--- config.mk ---
export PLATFORM = sky130hd
export DESIGN_NAME = pdsc_device_flat
export DESIGN_NICKNAME = d
export VERILOG_FILES = /design/src/core/pdsc_pkg.sv /design/src/core/pdsc_if.sv /design/src/core/pdsc_device.sv /design/src/flat_wrapper.sv
export SDC_FILE = /design/constraint.sdc
export NUM_CORES = 1
export LEC_CHECK = 0
export BUFFER_PORTS_ARGS = -buffer_cell sky130_fd_sc_hd__clkbuf_2
export CAP_MARGIN = 20
export CORE_ASPECT_RATIO = 1.75
export CORE_UTILIZATION = 35
export CTS_BUF_LIST = sky130_fd_sc_hd__clkbuf_8 sky130_fd_sc_hd__clkbuf_16
export DETAILED_ROUTE_END_ITERATION = 10
export PLACE_DENSITY_LB_ADDON = 0.12
export SYNTH_ARGS = -nofsm -noshare
export SYNTH_HDL_FRONTEND = slang
export SYNTH_SLANG_ARGS = --single-unit
--- constraint.sdc ---
create_clock -name clk_sys -period 8 [get_ports clk_sys]
set_input_delay 1.6 -clock clk_sys [delete_from_list [all_inputs] [get_ports clk_sys]]
set_output_delay 1.6 -clock clk_sys [all_outputs]
set_load 0.03 [all_outputs]
--- src/core/pdsc_pkg.sv ---
// Shared constants and types for the synthesizer serial control block
package pdsc_pkg;
  localparam int WORD_W = 24;
  localparam int R_W    = 14;
  localparam int B_W    = 13;
  localparam int A_W    = 5;

  typedef enum logic [1:0] {
    LAT_CTRL = 2'b00,
    LAT_REF  = 2'b01,
    LAT_FB   = 2'b10,
    LAT_TEST = 2'b11
  } pdsc_latch_type;

  // Control latch fields
  localparam int CTL_PRESC_LSB = 22;
  localparam int CTL_PD1_BIT   = 20;
  localparam int CTL_MUTE_BIT  = 11;
  localparam int CTL_MON_LSB   = 5;
  localparam int CTL_CRST_BIT  = 4;
  // Reference latch fields
  localparam int REF_R_LSB     = 2;
  localparam int REF_ABP_LSB   = 16;
  localparam int REF_LDP_BIT   = 18;
  localparam int REF_BSC_LSB   = 20;
  // Feedback latch fields
  localparam int FB_A_LSB      = 2;
  localparam int FB_B_LSB      = 8;
  localparam int FB_HALF_BIT   = 22;

  localparam logic [23:0] LATCH_RST = 24'h000000;

  // Prescaler base moduli
  localparam logic [5:0] PRESC_8  = 6'h08;
  localparam logic [5:0] PRESC_16 = 6'h10;
  localparam logic [5:0] PRESC_32 = 6'h20;

  // Monitor pin sources
  localparam logic [2:0] MON_OFF    = 3'h0;
  localparam logic [2:0] MON_DLOCK  = 3'h1;
  localparam logic [2:0] MON_FBDIV  = 3'h2;
  localparam logic [2:0] MON_HIGH   = 3'h3;
  localparam logic [2:0] MON_REFDIV = 3'h4;
  localparam logic [2:0] MON_ALOCK  = 3'h5;

  // Lock detect timing, band select length and start band
  localparam int CLK_PERIOD_NS = 8;
  localparam int LOCK_SET_NS   = 15;
  localparam int UNLOCK_NS     = 25;
  localparam int LOCK_SET_CYC  = (LOCK_SET_NS / CLK_PERIOD_NS < 1) ? 1
                                 : LOCK_SET_NS / CLK_PERIOD_NS;
  localparam int UNLOCK_CYC    = (UNLOCK_NS + CLK_PERIOD_NS - 1) / CLK_PERIOD_NS;
  localparam logic [2:0] LOCK_RUN_LO = 3'h3;
  localparam logic [2:0] LOCK_RUN_HI = 3'h5;
  localparam logic [2:0] BAND_CYCLES = 3'h5;
  localparam logic [2:0] BAND_START  = 3'h4;

  // Host registers on APB
  localparam logic [7:0] HREG_WORD   = 8'h00;
  localparam logic [7:0] HREG_CTRL   = 8'h04;
  localparam logic [7:0] HREG_STATUS = 8'h08;
  localparam logic [7:0] HREG_HALF   = 8'h0c;
  localparam logic [7:0] HALF_RST    = 8'h04;
  localparam logic       CE_RST      = 1'b0;

  typedef enum logic [1:0] {
    HS_IDLE  = 2'b00,
    HS_SHIFT = 2'b01,
    HS_LOAD  = 2'b10
  } pdsc_hstate_type;
endpackage

--- src/core/pdsc_if.sv ---
// Three-wire programming port, chip enable and monitor pin between host and device
`timescale 1ns/1ns
interface pdsc_if;
  logic serialClk;
  logic serialData;
  logic latchLoadStrobe;
  logic chipEnable;
  logic monOut;
  logic monOe;
  logic monitorPin;

  // Monitor pin has an external pull-up for the open-drain mode
  assign monitorPin = monOe ? monOut : 1'b1;

  modport dev  (input serialClk, serialData, latchLoadStrobe, chipEnable,
                output monOut, monOe);
  modport host (output serialClk, serialData, latchLoadStrobe, chipEnable,
                input monitorPin);
endinterface

--- src/core/pdsc_device.sv ---
// Synthesizer digital section: serial latches, dividers, lock detect, band select
// What this block does
// - Shift serial data in on clock rise
// - Host sends MSB first, select bits last
// - Load strobe rise copies word to latch
// - Select 00 ctrl, 01 ref, 10 fb, 11 test
// - Host never writes the test latch
// - Prescaler divides 8/9, 16/17 or 32/33
// - N equals B times P plus A
// - B 13-bit 3..8191, A 5-bit 0..31
// - Host keeps prescaler output within 300 MHz
// - Reference divider 14-bit, ratio 1..16383
// - Two bits set antibacklash pulse width
// - Three bits pick monitor pin source
// - Precision 0: three good cycles lock
// - Precision 1: five good cycles lock
// - Lock holds until error exceeds 25 ns
// - Analog lock high with low pulses
// - Band select at power-up and fb write
// - Host writes ref, control, then feedback
// - Band select five cycles, tune to reference
// - Band clock divides by 1, 2, 4, 8
// - Half-rate bit selects divide-by-two output
// - Mute output until digital lock
// - Chip enable low holds dividers and lock, turns off pump and output
`timescale 1ns/1ns
module pdsc_device #(
  parameter int RW = pdsc_pkg::R_W,
  parameter int BW = pdsc_pkg::B_W,
  parameter int AW = pdsc_pkg::A_W
) (
  input  wire logic       clk_sys,      // System clock, 125 MHz
  input  wire logic       sys_rst,      // Asynchronous reset, active high
  pdsc_if.dev             link,         // Serial port and monitor pin
  input  wire logic       refIn,        // Reference oscillator pin
  input  wire logic       vcoIn,        // Oscillator feedback pin
  output logic            pfdRefPulse,  // Divided reference, one cycle
  output logic            fbPulse,      // Divided feedback, one cycle
  output logic            lockDetect,   // Digital lock, active high
  output logic            tuneToRef,    // Band select running
  output logic [2:0]      bandCode,     // Chosen oscillator band
  output logic [1:0]      pulseWidth,   // Antibacklash delay select
  output logic            halfRate,     // Divide-by-two output
  output logic            rfOutEnable,  // Output stage powered
  output logic            pumpEnable    // Charge pump active
);
  localparam int NS = 6;
  logic [NS-1:0] sync1_ff, sync2_ff, prev_ff;
  logic [NS-1:0] rawIn;
  assign rawIn = {link.chipEnable, vcoIn, refIn, link.latchLoadStrobe,
                  link.serialData, link.serialClk};

  genvar gi;
  generate
    for (gi = 0; gi < NS; gi++) begin : g_sync
      always_ff @(posedge clk_sys or posedge sys_rst) begin
        if (sys_rst) begin
          sync1_ff[gi] <= 1'b0;
          sync2_ff[gi] <= 1'b0;
          prev_ff[gi]  <= 1'b0;
        end else begin
          sync1_ff[gi] <= rawIn[gi];
          sync2_ff[gi] <= sync1_ff[gi];
          prev_ff[gi]  <= sync2_ff[gi];
        end
      end
    end
  endgenerate

  wire sclkRise = sync2_ff[0] & ~prev_ff[0];
  wire dataBit  = sync2_ff[1];
  wire loadRise = sync2_ff[2] & ~prev_ff[2];
  wire refRise  = sync2_ff[3] & ~prev_ff[3];
  wire vcoRise  = sync2_ff[4] & ~prev_ff[4];
  wire ceLevel  = sync2_ff[5];

  // Serial shift register and latches
  logic [23:0] shift_ff, ctrl_ff, ref_ff, fb_ff, test_ff;
  pdsc_pkg::pdsc_latch_type latchSel;
  assign latchSel = pdsc_pkg::pdsc_latch_type'(shift_ff[1:0]);
  wire ldCtrl = loadRise && latchSel == pdsc_pkg::LAT_CTRL;
  wire ldRef  = loadRise && latchSel == pdsc_pkg::LAT_REF;
  wire ldFb   = loadRise && latchSel == pdsc_pkg::LAT_FB;
  wire ldTest = loadRise && latchSel == pdsc_pkg::LAT_TEST;

  always_ff @(posedge clk_sys or posedge sys_rst) begin
    if (sys_rst) begin
      shift_ff <= pdsc_pkg::LATCH_RST;
      ctrl_ff  <= pdsc_pkg::LATCH_RST;
      ref_ff   <= pdsc_pkg::LATCH_RST;
      fb_ff    <= pdsc_pkg::LATCH_RST;
      test_ff  <= pdsc_pkg::LATCH_RST;
    end else begin
      if (sclkRise) shift_ff <= {shift_ff[22:0], dataBit};
      if (ldCtrl) ctrl_ff <= shift_ff;
      if (ldRef)  ref_ff  <= shift_ff;
      if (ldFb)   fb_ff   <= shift_ff;
      if (ldTest) test_ff <= shift_ff;
    end
  end

  // Latch fields
  wire [1:0]    prescSel = ctrl_ff[pdsc_pkg::CTL_PRESC_LSB +: 2];
  wire          pd1      = ctrl_ff[pdsc_pkg::CTL_PD1_BIT];
  wire          muteBit  = ctrl_ff[pdsc_pkg::CTL_MUTE_BIT];
  wire [2:0]    monSel   = ctrl_ff[pdsc_pkg::CTL_MON_LSB +: 3];
  wire          cntRst   = ctrl_ff[pdsc_pkg::CTL_CRST_BIT];
  wire [RW-1:0] rRatio   = ref_ff[pdsc_pkg::REF_R_LSB +: RW];
  wire          lock_precision_select      = ref_ff[pdsc_pkg::REF_LDP_BIT];
  wire [1:0]    bscSel   = ref_ff[pdsc_pkg::REF_BSC_LSB +: 2];
  wire [AW-1:0] aRatio   = fb_ff[pdsc_pkg::FB_A_LSB +: AW];
  wire [BW-1:0] bRatio   = fb_ff[pdsc_pkg::FB_B_LSB +: BW];

  wire powered = ceLevel & ~pd1;
  wire hold    = ~powered | cntRst;

  // Dual-modulus prescaler; one counter runs to P+1 while A is nonzero, else to P
  logic [5:0]    pCnt_ff;
  logic [AW-1:0] aCnt_ff;
  logic [BW-1:0] bCnt_ff;
  wire [5:0] pBase = (prescSel == 2'b00) ? pdsc_pkg::PRESC_8 :
                     (prescSel == 2'b01) ? pdsc_pkg::PRESC_16 : pdsc_pkg::PRESC_32;
  wire [5:0] pMod  = (aCnt_ff != '0) ? 6'(pBase + 6'h01) : pBase;
  wire       pOut  = vcoRise && pCnt_ff == 6'(pMod - 6'h01);
  wire       bEnd  = pOut && bCnt_ff <= BW'(1);

  always_ff @(posedge clk_sys or posedge sys_rst) begin
    if (sys_rst) begin
      pCnt_ff <= 6'h00;
      aCnt_ff <= '0;
      bCnt_ff <= '0;
      fbPulse <= 1'b0;
    end else if (hold || ldFb) begin
      pCnt_ff <= 6'h00;
      aCnt_ff <= aRatio;
      bCnt_ff <= bRatio;
      fbPulse <= 1'b0;
    end else begin
      fbPulse <= bEnd;
      if (pOut) pCnt_ff <= 6'h00;
      else if (vcoRise) pCnt_ff <= 6'(pCnt_ff + 6'h01);
      if (bEnd) begin
        aCnt_ff <= aRatio;
        bCnt_ff <= bRatio;
      end else if (pOut) begin
        if (aCnt_ff != '0) aCnt_ff <= AW'(aCnt_ff - AW'(1));
        bCnt_ff <= BW'(bCnt_ff - BW'(1));
      end
    end
  end

  // Reference divider; a ratio of zero acts as one
  logic [RW-1:0] rCnt_ff;
  wire rEnd = refRise && (rCnt_ff >= RW'(rRatio - RW'(1)) || rRatio == '0);
  always_ff @(posedge clk_sys or posedge sys_rst) begin
    if (sys_rst) begin
      rCnt_ff     <= '0;
      pfdRefPulse <= 1'b0;
    end else if (hold) begin
      rCnt_ff     <= '0;
      pfdRefPulse <= 1'b0;
    end else begin
      pfdRefPulse <= rEnd;
      if (rEnd) rCnt_ff <= '0;
      else if (refRise) rCnt_ff <= RW'(rCnt_ff + RW'(1));
    end
  end

  // Phase error window and digital lock detect
  logic       winOpen_ff, winByRef_ff, lock_ff;
  logic [7:0] errCnt_ff;
  logic [2:0] run_ff;
  wire anyEdge = pfdRefPulse | fbPulse;
  wire closing = winOpen_ff && anyEdge;
  wire sameBoth = ~winOpen_ff && pfdRefPulse && fbPulse;
  wire wrongEdge = closing && (winByRef_ff ? ~fbPulse : ~pfdRefPulse);
  wire goodCyc = sameBoth || (closing && ~wrongEdge && errCnt_ff < 8'(pdsc_pkg::LOCK_SET_CYC));
  wire badCyc  = wrongEdge || (closing && errCnt_ff > 8'(pdsc_pkg::UNLOCK_CYC));
  wire [2:0] runNeed = lock_precision_select ? pdsc_pkg::LOCK_RUN_HI : pdsc_pkg::LOCK_RUN_LO;
  wire [2:0] nxt_run = goodCyc ? ((run_ff < runNeed) ? 3'(run_ff + 3'h1) : run_ff)
                       : (closing ? 3'h0 : run_ff);

  always_ff @(posedge clk_sys or posedge sys_rst) begin
    if (sys_rst) begin
      winOpen_ff  <= 1'b0;
      winByRef_ff <= 1'b0;
      errCnt_ff   <= 8'h00;
      run_ff      <= 3'h0;
      lock_ff     <= 1'b0;
    end else if (hold) begin
      winOpen_ff <= 1'b0;
      run_ff     <= 3'h0;
      lock_ff    <= 1'b0;
    end else begin
      run_ff <= nxt_run;
      if (nxt_run == runNeed) lock_ff <= 1'b1;
      else if (badCyc) lock_ff <= 1'b0;
      if (~winOpen_ff && anyEdge && ~sameBoth) begin
        winOpen_ff  <= 1'b1;
        winByRef_ff <= pfdRefPulse;
        errCnt_ff   <= 8'h00;
      end else if (closing) begin
        winOpen_ff <= 1'b0;
      end else if (winOpen_ff && errCnt_ff != 8'hff) begin
        errCnt_ff <= 8'(errCnt_ff + 8'h01);
      end
    end
  end
  assign lockDetect = lock_ff;

  // Band select: successive approximation on edge surplus per band clock
  logic [2:0] bscCnt_ff, step_ff, band_ff, trial_ff;
  logic       busy_ff, pending_ff;
  logic signed [7:0] diff_ff;
  wire [2:0] bscTop   = 3'((4'h1 << bscSel) - 4'h1);
  wire       bandTick = pfdRefPulse && bscCnt_ff == bscTop;
  wire [7:0] nxt_diff = 8'(diff_ff + {7'h00, fbPulse} - {7'h00, pfdRefPulse});

  always_ff @(posedge clk_sys or posedge sys_rst) begin
    if (sys_rst) begin
      bscCnt_ff  <= 3'h0;
      step_ff    <= 3'h0;
      band_ff    <= pdsc_pkg::BAND_START;
      trial_ff   <= pdsc_pkg::BAND_START;
      busy_ff    <= 1'b0;
      pending_ff <= 1'b1;
      diff_ff    <= 8'sh00;
    end else begin
      if (ldFb) pending_ff <= 1'b1;
      if (pfdRefPulse) bscCnt_ff <= bandTick ? 3'h0 : 3'(bscCnt_ff + 3'h1);
      diff_ff <= bandTick ? 8'sh00 : $signed(nxt_diff);
      if (pending_ff && powered && ~ldFb) begin
        pending_ff <= 1'b0;
        busy_ff    <= 1'b1;
        step_ff    <= 3'h0;
        band_ff    <= pdsc_pkg::BAND_START;
        trial_ff   <= pdsc_pkg::BAND_START;
      end else if (busy_ff && bandTick) begin
        step_ff <= 3'(step_ff + 3'h1);
        if (step_ff < 3'h3) begin
          band_ff  <= (($signed(nxt_diff) > 0) ? (band_ff & ~trial_ff) : band_ff)
                      | (trial_ff >> 1);
          trial_ff <= trial_ff >> 1;
        end
        if (step_ff == 3'(pdsc_pkg::BAND_CYCLES - 3'h1)) busy_ff <= 1'b0;
      end
    end
  end
  assign tuneToRef = busy_ff;
  assign bandCode  = band_ff;

  // Monitor pin, output controls
  logic fbDiv_ff, refDiv_ff, monOut_ff, monOe_ff, rfEn_ff, half_ff, pump_ff;
  logic [1:0] abp_ff;
  logic nxt_monOut, nxt_monOe;
  always_comb begin
    nxt_monOut = 1'b0;
    nxt_monOe  = 1'b1;
    case (monSel)
      pdsc_pkg::MON_OFF:    nxt_monOe = 1'b0;
      pdsc_pkg::MON_DLOCK:  nxt_monOut = lock_ff;
      pdsc_pkg::MON_FBDIV:  nxt_monOut = fbDiv_ff;
      pdsc_pkg::MON_HIGH:   nxt_monOut = 1'b1;
      pdsc_pkg::MON_REFDIV: nxt_monOut = refDiv_ff;
      pdsc_pkg::MON_ALOCK:  nxt_monOe = winOpen_ff | ~lock_ff;
      default:              nxt_monOut = 1'b0;
    endcase
  end

  always_ff @(posedge clk_sys or posedge sys_rst) begin
    if (sys_rst) begin
      fbDiv_ff  <= 1'b0;
      refDiv_ff <= 1'b0;
      monOut_ff <= 1'b0;
      monOe_ff  <= 1'b0;
      rfEn_ff   <= 1'b0;
      half_ff   <= 1'b0;
      pump_ff   <= 1'b0;
      abp_ff    <= 2'h0;
    end else begin
      if (fbPulse) fbDiv_ff <= ~fbDiv_ff;
      if (pfdRefPulse) refDiv_ff <= ~refDiv_ff;
      monOut_ff <= nxt_monOut;
      monOe_ff  <= nxt_monOe;
      rfEn_ff   <= powered && (~muteBit || lock_ff);
      half_ff   <= fb_ff[pdsc_pkg::FB_HALF_BIT];
      pump_ff   <= powered && ~busy_ff;
      abp_ff    <= ref_ff[pdsc_pkg::REF_ABP_LSB +: 2];
    end
  end
  assign link.monOut  = monOut_ff;
  assign link.monOe   = monOe_ff;
  assign rfOutEnable  = rfEn_ff;
  assign halfRate     = half_ff;
  assign pumpEnable   = pump_ff;
  assign pulseWidth   = abp_ff;
endmodule

--- src/flat_wrapper.sv ---
// flat-port wrapper written by rule: the top's interface ports become plain ports
module pdsc_device_flat 
#(
  parameter int RW = pdsc_pkg::R_W,
  parameter int BW = pdsc_pkg::B_W,
  parameter int AW = pdsc_pkg::A_W
)
  (clk_sys, sys_rst, refIn, vcoIn, pfdRefPulse, fbPulse, lockDetect, tuneToRef, bandCode, pulseWidth, halfRate, rfOutEnable, pumpEnable, link_serialClk, link_serialData, link_latchLoadStrobe, link_chipEnable, link_monOut, link_monOe);
  pdsc_if link_i ();
  input  wire logic clk_sys;
  input  wire logic sys_rst;
  input  wire logic refIn;
  input  wire logic vcoIn;
  output logic pfdRefPulse;
  output logic fbPulse;
  output logic lockDetect;
  output logic tuneToRef;
  output logic [2:0] bandCode;
  output logic [1:0] pulseWidth;
  output logic halfRate;
  output logic rfOutEnable;
  output logic pumpEnable;
  input wire logic [$bits(link_i.serialClk)-1:0] link_serialClk;
  input wire logic [$bits(link_i.serialData)-1:0] link_serialData;
  input wire logic [$bits(link_i.latchLoadStrobe)-1:0] link_latchLoadStrobe;
  input wire logic [$bits(link_i.chipEnable)-1:0] link_chipEnable;
  output wire logic [$bits(link_i.monOut)-1:0] link_monOut;
  output wire logic [$bits(link_i.monOe)-1:0] link_monOe;
  assign link_i.serialClk = link_serialClk;
  assign link_i.serialData = link_serialData;
  assign link_i.latchLoadStrobe = link_latchLoadStrobe;
  assign link_i.chipEnable = link_chipEnable;
  assign link_monOut = link_i.monOut;
  assign link_monOe = link_i.monOe;
  pdsc_device #(.RW(RW), .BW(BW), .AW(AW)) u_core (.clk_sys(clk_sys), .sys_rst(sys_rst), .link(link_i), .refIn(refIn), .vcoIn(vcoIn), .pfdRefPulse(pfdRefPulse), .fbPulse(fbPulse), .lockDetect(lockDetect), .tuneToRef(tuneToRef), .bandCode(bandCode), .pulseWidth(pulseWidth), .halfRate(halfRate), .rfOutEnable(rfOutEnable), .pumpEnable(pumpEnable));
endmodule
==> metrics.md <==
| Metric | Value |
|---|---|
| Pwr Density | `318 nW/um2` |
| CTS Sinks | `171` |
| Hpwl dp | `around 12,000 um` |
| Placed cell area | `between 8000 and 9000 um2` |
| Final Hold Fails | `0` |
| Worst min-delay path class | `flop to flop` |
| IR drop worst, VDD | `0.128 mV` |
| Clk_lat worst skew | `0.42 ns` |
| Netlist cell types | `64` |
| Drt wl/cell | `15.8 um` |
| Critical path startpoint category | `flop` |
| Max-cap viol count | `0` |
| Final setup fails | `0` |
| Seq/Total Area, Yosys | `51.6%` |
| Initial core utilization | `35.6%` |
| Core area | `23,300 um2` |
| Site row count | `74` |
| Syn_nets | `between 700 and 800` |
| Hold_ws | `around 0.35 ns` |
| Routed via count | `5,685` |
| Mapped cell area | `8300 um2` |
| Async SR Flop Fraction | `100%` |
| DRT Pass-1 Iters | `6` |
| Final net count | `822` |
| IO Port Bufs | `21` |
| DRT antenna net count | `0` |
| Worst-path clk slew | `0.07 ns` |
| Worst-margin pin slew | `1.06 ns` |
| Share of layout cells above drive strength 1 | `18.9%` |
| Min Tclk post-route | `3.66 ns` |
| Cell count after synthesis | `748` |
| N_diodes | `0` |
| Vias in the first global route | `5,904` |
| # IOs | `22` |
| Number of synthesized flops with an enable pin | `0` |
| Fin util | `40.1%` |
| RD Place Congestion | `0.765` |
| Die ar. | `24,300 um2` |
| Post-route DRC | `0` |
| Total track usage | `15.1%` |
| CTS Root Cell | `clkbuf_16` |
| Leakage power | `4.31 nW` |
| Crit Path Max Fanout | `9` |
| Crit share post-route | `45.7%` |
| Fin area | `9370 um2` |
| Synth warn | `0` |
| Predominant post-synthesis flop cell | `dfrtp_1` |
| Setup TNS | `0 ns` |
| Final clock skew | `approximately 0.0089 ns` |
| Clock tree buffer depth | `2` |
| Hold_buf cts | `0` |
| CTS tree | `done` |
| Fin. max-slew vios | `0` |
| Max-slew headroom | `29.1%` |
| Pin count of the biggest net entering global routing | `99` |
| Die Ht | `roughly 210 um` |
| Crit end category | `flop` |
| Iter 0 DRT Violations | `roughly 230` |
| FF+latch count, synth | `between 150 and 200` |
| CTS Buf Count | `17` |
| Global-route wire length before repair | `29,000 um` |
| Average cell area after synthesis | `11.1 um2` |
| Crit Path Category | `flop to flop` |
| Post-CTS Setup Repair Bufs | `0` |
| CTS resizes | `0` |
| Total power of the final layout | `2.98 mW` |
| Vias per inst | `~5.2` |
| GRT Residual Overflow | `0` |
| Die width | `about 120 um` |
| Fmax | `0.273 GHz` |
| Run status | `finished, final reports clean` |
| Syn-to-layout area delta | `12.9%` |
| H-tree depth | `4` |
| Worst Path Required | `8.31 ns` |
| RSZ-0062 raised after global routing | `no` |
| Initial antenna violation count | `0` |
| Routed wire length | `17,200 um` |
| CP Data Arrival Time | `3.96 ns` |
critical path, stage by stage (launching register included):
cell      delay [ns]
dfrtp_1         0.42
nor3_1          0.33
and3_1          0.26
nand2b_1        0.09
nor4_1          0.44
nand2b_1        0.13
xor2_1          0.16
ha_1            0.29
nand3_1         0.12
o31ai_1         0.33
nor3_1          0.07
o21ai_1         0.35
nor2_1          0.20
a221o_1         0.35
layout by cell type, fill, tap and decap left out, types with 14 or more instances in the layout:
| master | instances |
|---|---|
| mux2_2 | 69 |
| clkbuf_2 | 21 |
| dfrtp_1 | 168 |
| inv_1 | 33 |
| o21ai_0 | 23 |
| a21o_1 | 14 |
| xor2_1 | 19 |
| clkbuf_16 | 17 |
| nand3_1 | 35 |
| ha_1 | 39 |
| nand2_1 | 42 |
| nor2_1 | 62 |
| a21oi_1 | 35 |
| nor3_1 | 18 |
| xnor2_1 | 19 |
layer usage:
layer	vias up	GRT usage, %	wire length (um)
met3	30	2.63	308
met1	2851	15.8	6940
met5	-	0	0
met2	79	29.2	9510
li1	2725	-	-
met4	0	6.83	465
cells in the mapped netlist, drive strengths merged, types with 3 or more instances:
cell type,count,share of area [%]
nor4bb,3,0.36
clkbuf,16,0.72
nand3,35,2.1
xor2,19,2.0
a21oi,35,2.1
dfstp,3,0.95
nor2b,13,0.98
mux2,69,9.4
a22o,3,0.32
nand2,42,1.9
inv,31,1.4
o211ai,3,0.27
nor3b,5,0.45
xnor2,19,2.0
nor3,18,1.1
dfrtp,168,51
o21a,5,0.45
nor2,62,2.8
buf,9,0.65
o31ai,10,0.90
or3,8,0.60
and3,8,0.60
ha,39,5.9
or2,7,0.53
nand2b,9,0.68
o21ai,30,1.8
nand4,7,0.53
a21o,14,1.3
nor4,9,0.68
o2bb2a,4,0.48
path summary, 6_finish.rpt:
| path | slack (ns) | end | startpoint | depth (start not counted) |
|---|---|---|---|---|
| hold / removal | 0.35 | u_core.sync2_ff[2] | u_core.sync1_ff[2] | 0 |
| setup reg to reg | 4.34 | u_core.rCnt_ff[9] | u_core.ref_ff[4] | 13 |
| max in group asynchronous | 5.48 | u_core.shift_ff[14] | sys_rst | 4 |
| hold reg to reg | 0.35 | u_core.sync2_ff[2] | u_core.sync1_ff[2] | 0 |
| min in group asynchronous | 1.34 | u_core.step_ff[0] | sys_rst | 2 |
| setup / recovery | 4.34 | u_core.rCnt_ff[9] | u_core.ref_ff[4] | 13 |
stage by stage:
stage / instances / setup WS, ns
global route: 1091 / 4.02
finish: 1091 / 4.34
CTS: 1088 / 4.31
global placement: 1055 / 4.46
detailed placement: 1056 / 4.33
floorplan: 748 / 1.77
area by class of cell:
type,instances,area (um2)
Multi-Input combinational cell,521,3820
Sequential cell,171,4280
Tap cell,304,380
Timing Repair Buffer,32,203
Inverter,31,121
Clock buffer,19,453
Clock inverter,13,105
Fill cell,2290,14000
registers in the layout, summed over array words and instances (netlist names), 4 cells and up:
| register | flops |
|---|---|
| u_core.errCnt_ff | 8 |
| u_core.rCnt_ff | 14 |
| u_core.aCnt_ff | 5 |
| u_core.ref_ff | 19 |
| u_core.fb_ff | 19 |
| u_core.bCnt_ff | 13 |
| u_core.shift_ff | 24 |
| u_core.sync1_ff | 6 |
| u_core.ctrl_ff | 8 |
| u_core.sync2_ff | 4 |
| u_core.pCnt_ff | 6 |
| u_core.diff_ff | 8 |
| u_core.prev_ff | 4 |
report_power, final:
part	switching [mW]	internal, mW	total (mW)
clock	0.338	0.442	0.780
combinational	0.506	0.421	0.927
sequential	0.197	1.07	1.27
total	1.04	1.93	2.98
logic make-up after synthesis:
logic type | after synthesis | synth area share [%]
muxes | 71 | 9.61
adders and majority gates | 40 | 6.12
buffers and inverters | 56 | 2.77
and+or+nand+nor | 239 | 14.7
DFF | 171 | 51.6
xor gates and xnor gates | 38 | 4.01
AOI/OAI and AO/OA | 133 | 11.2
(Power assumes the default switching activity.)
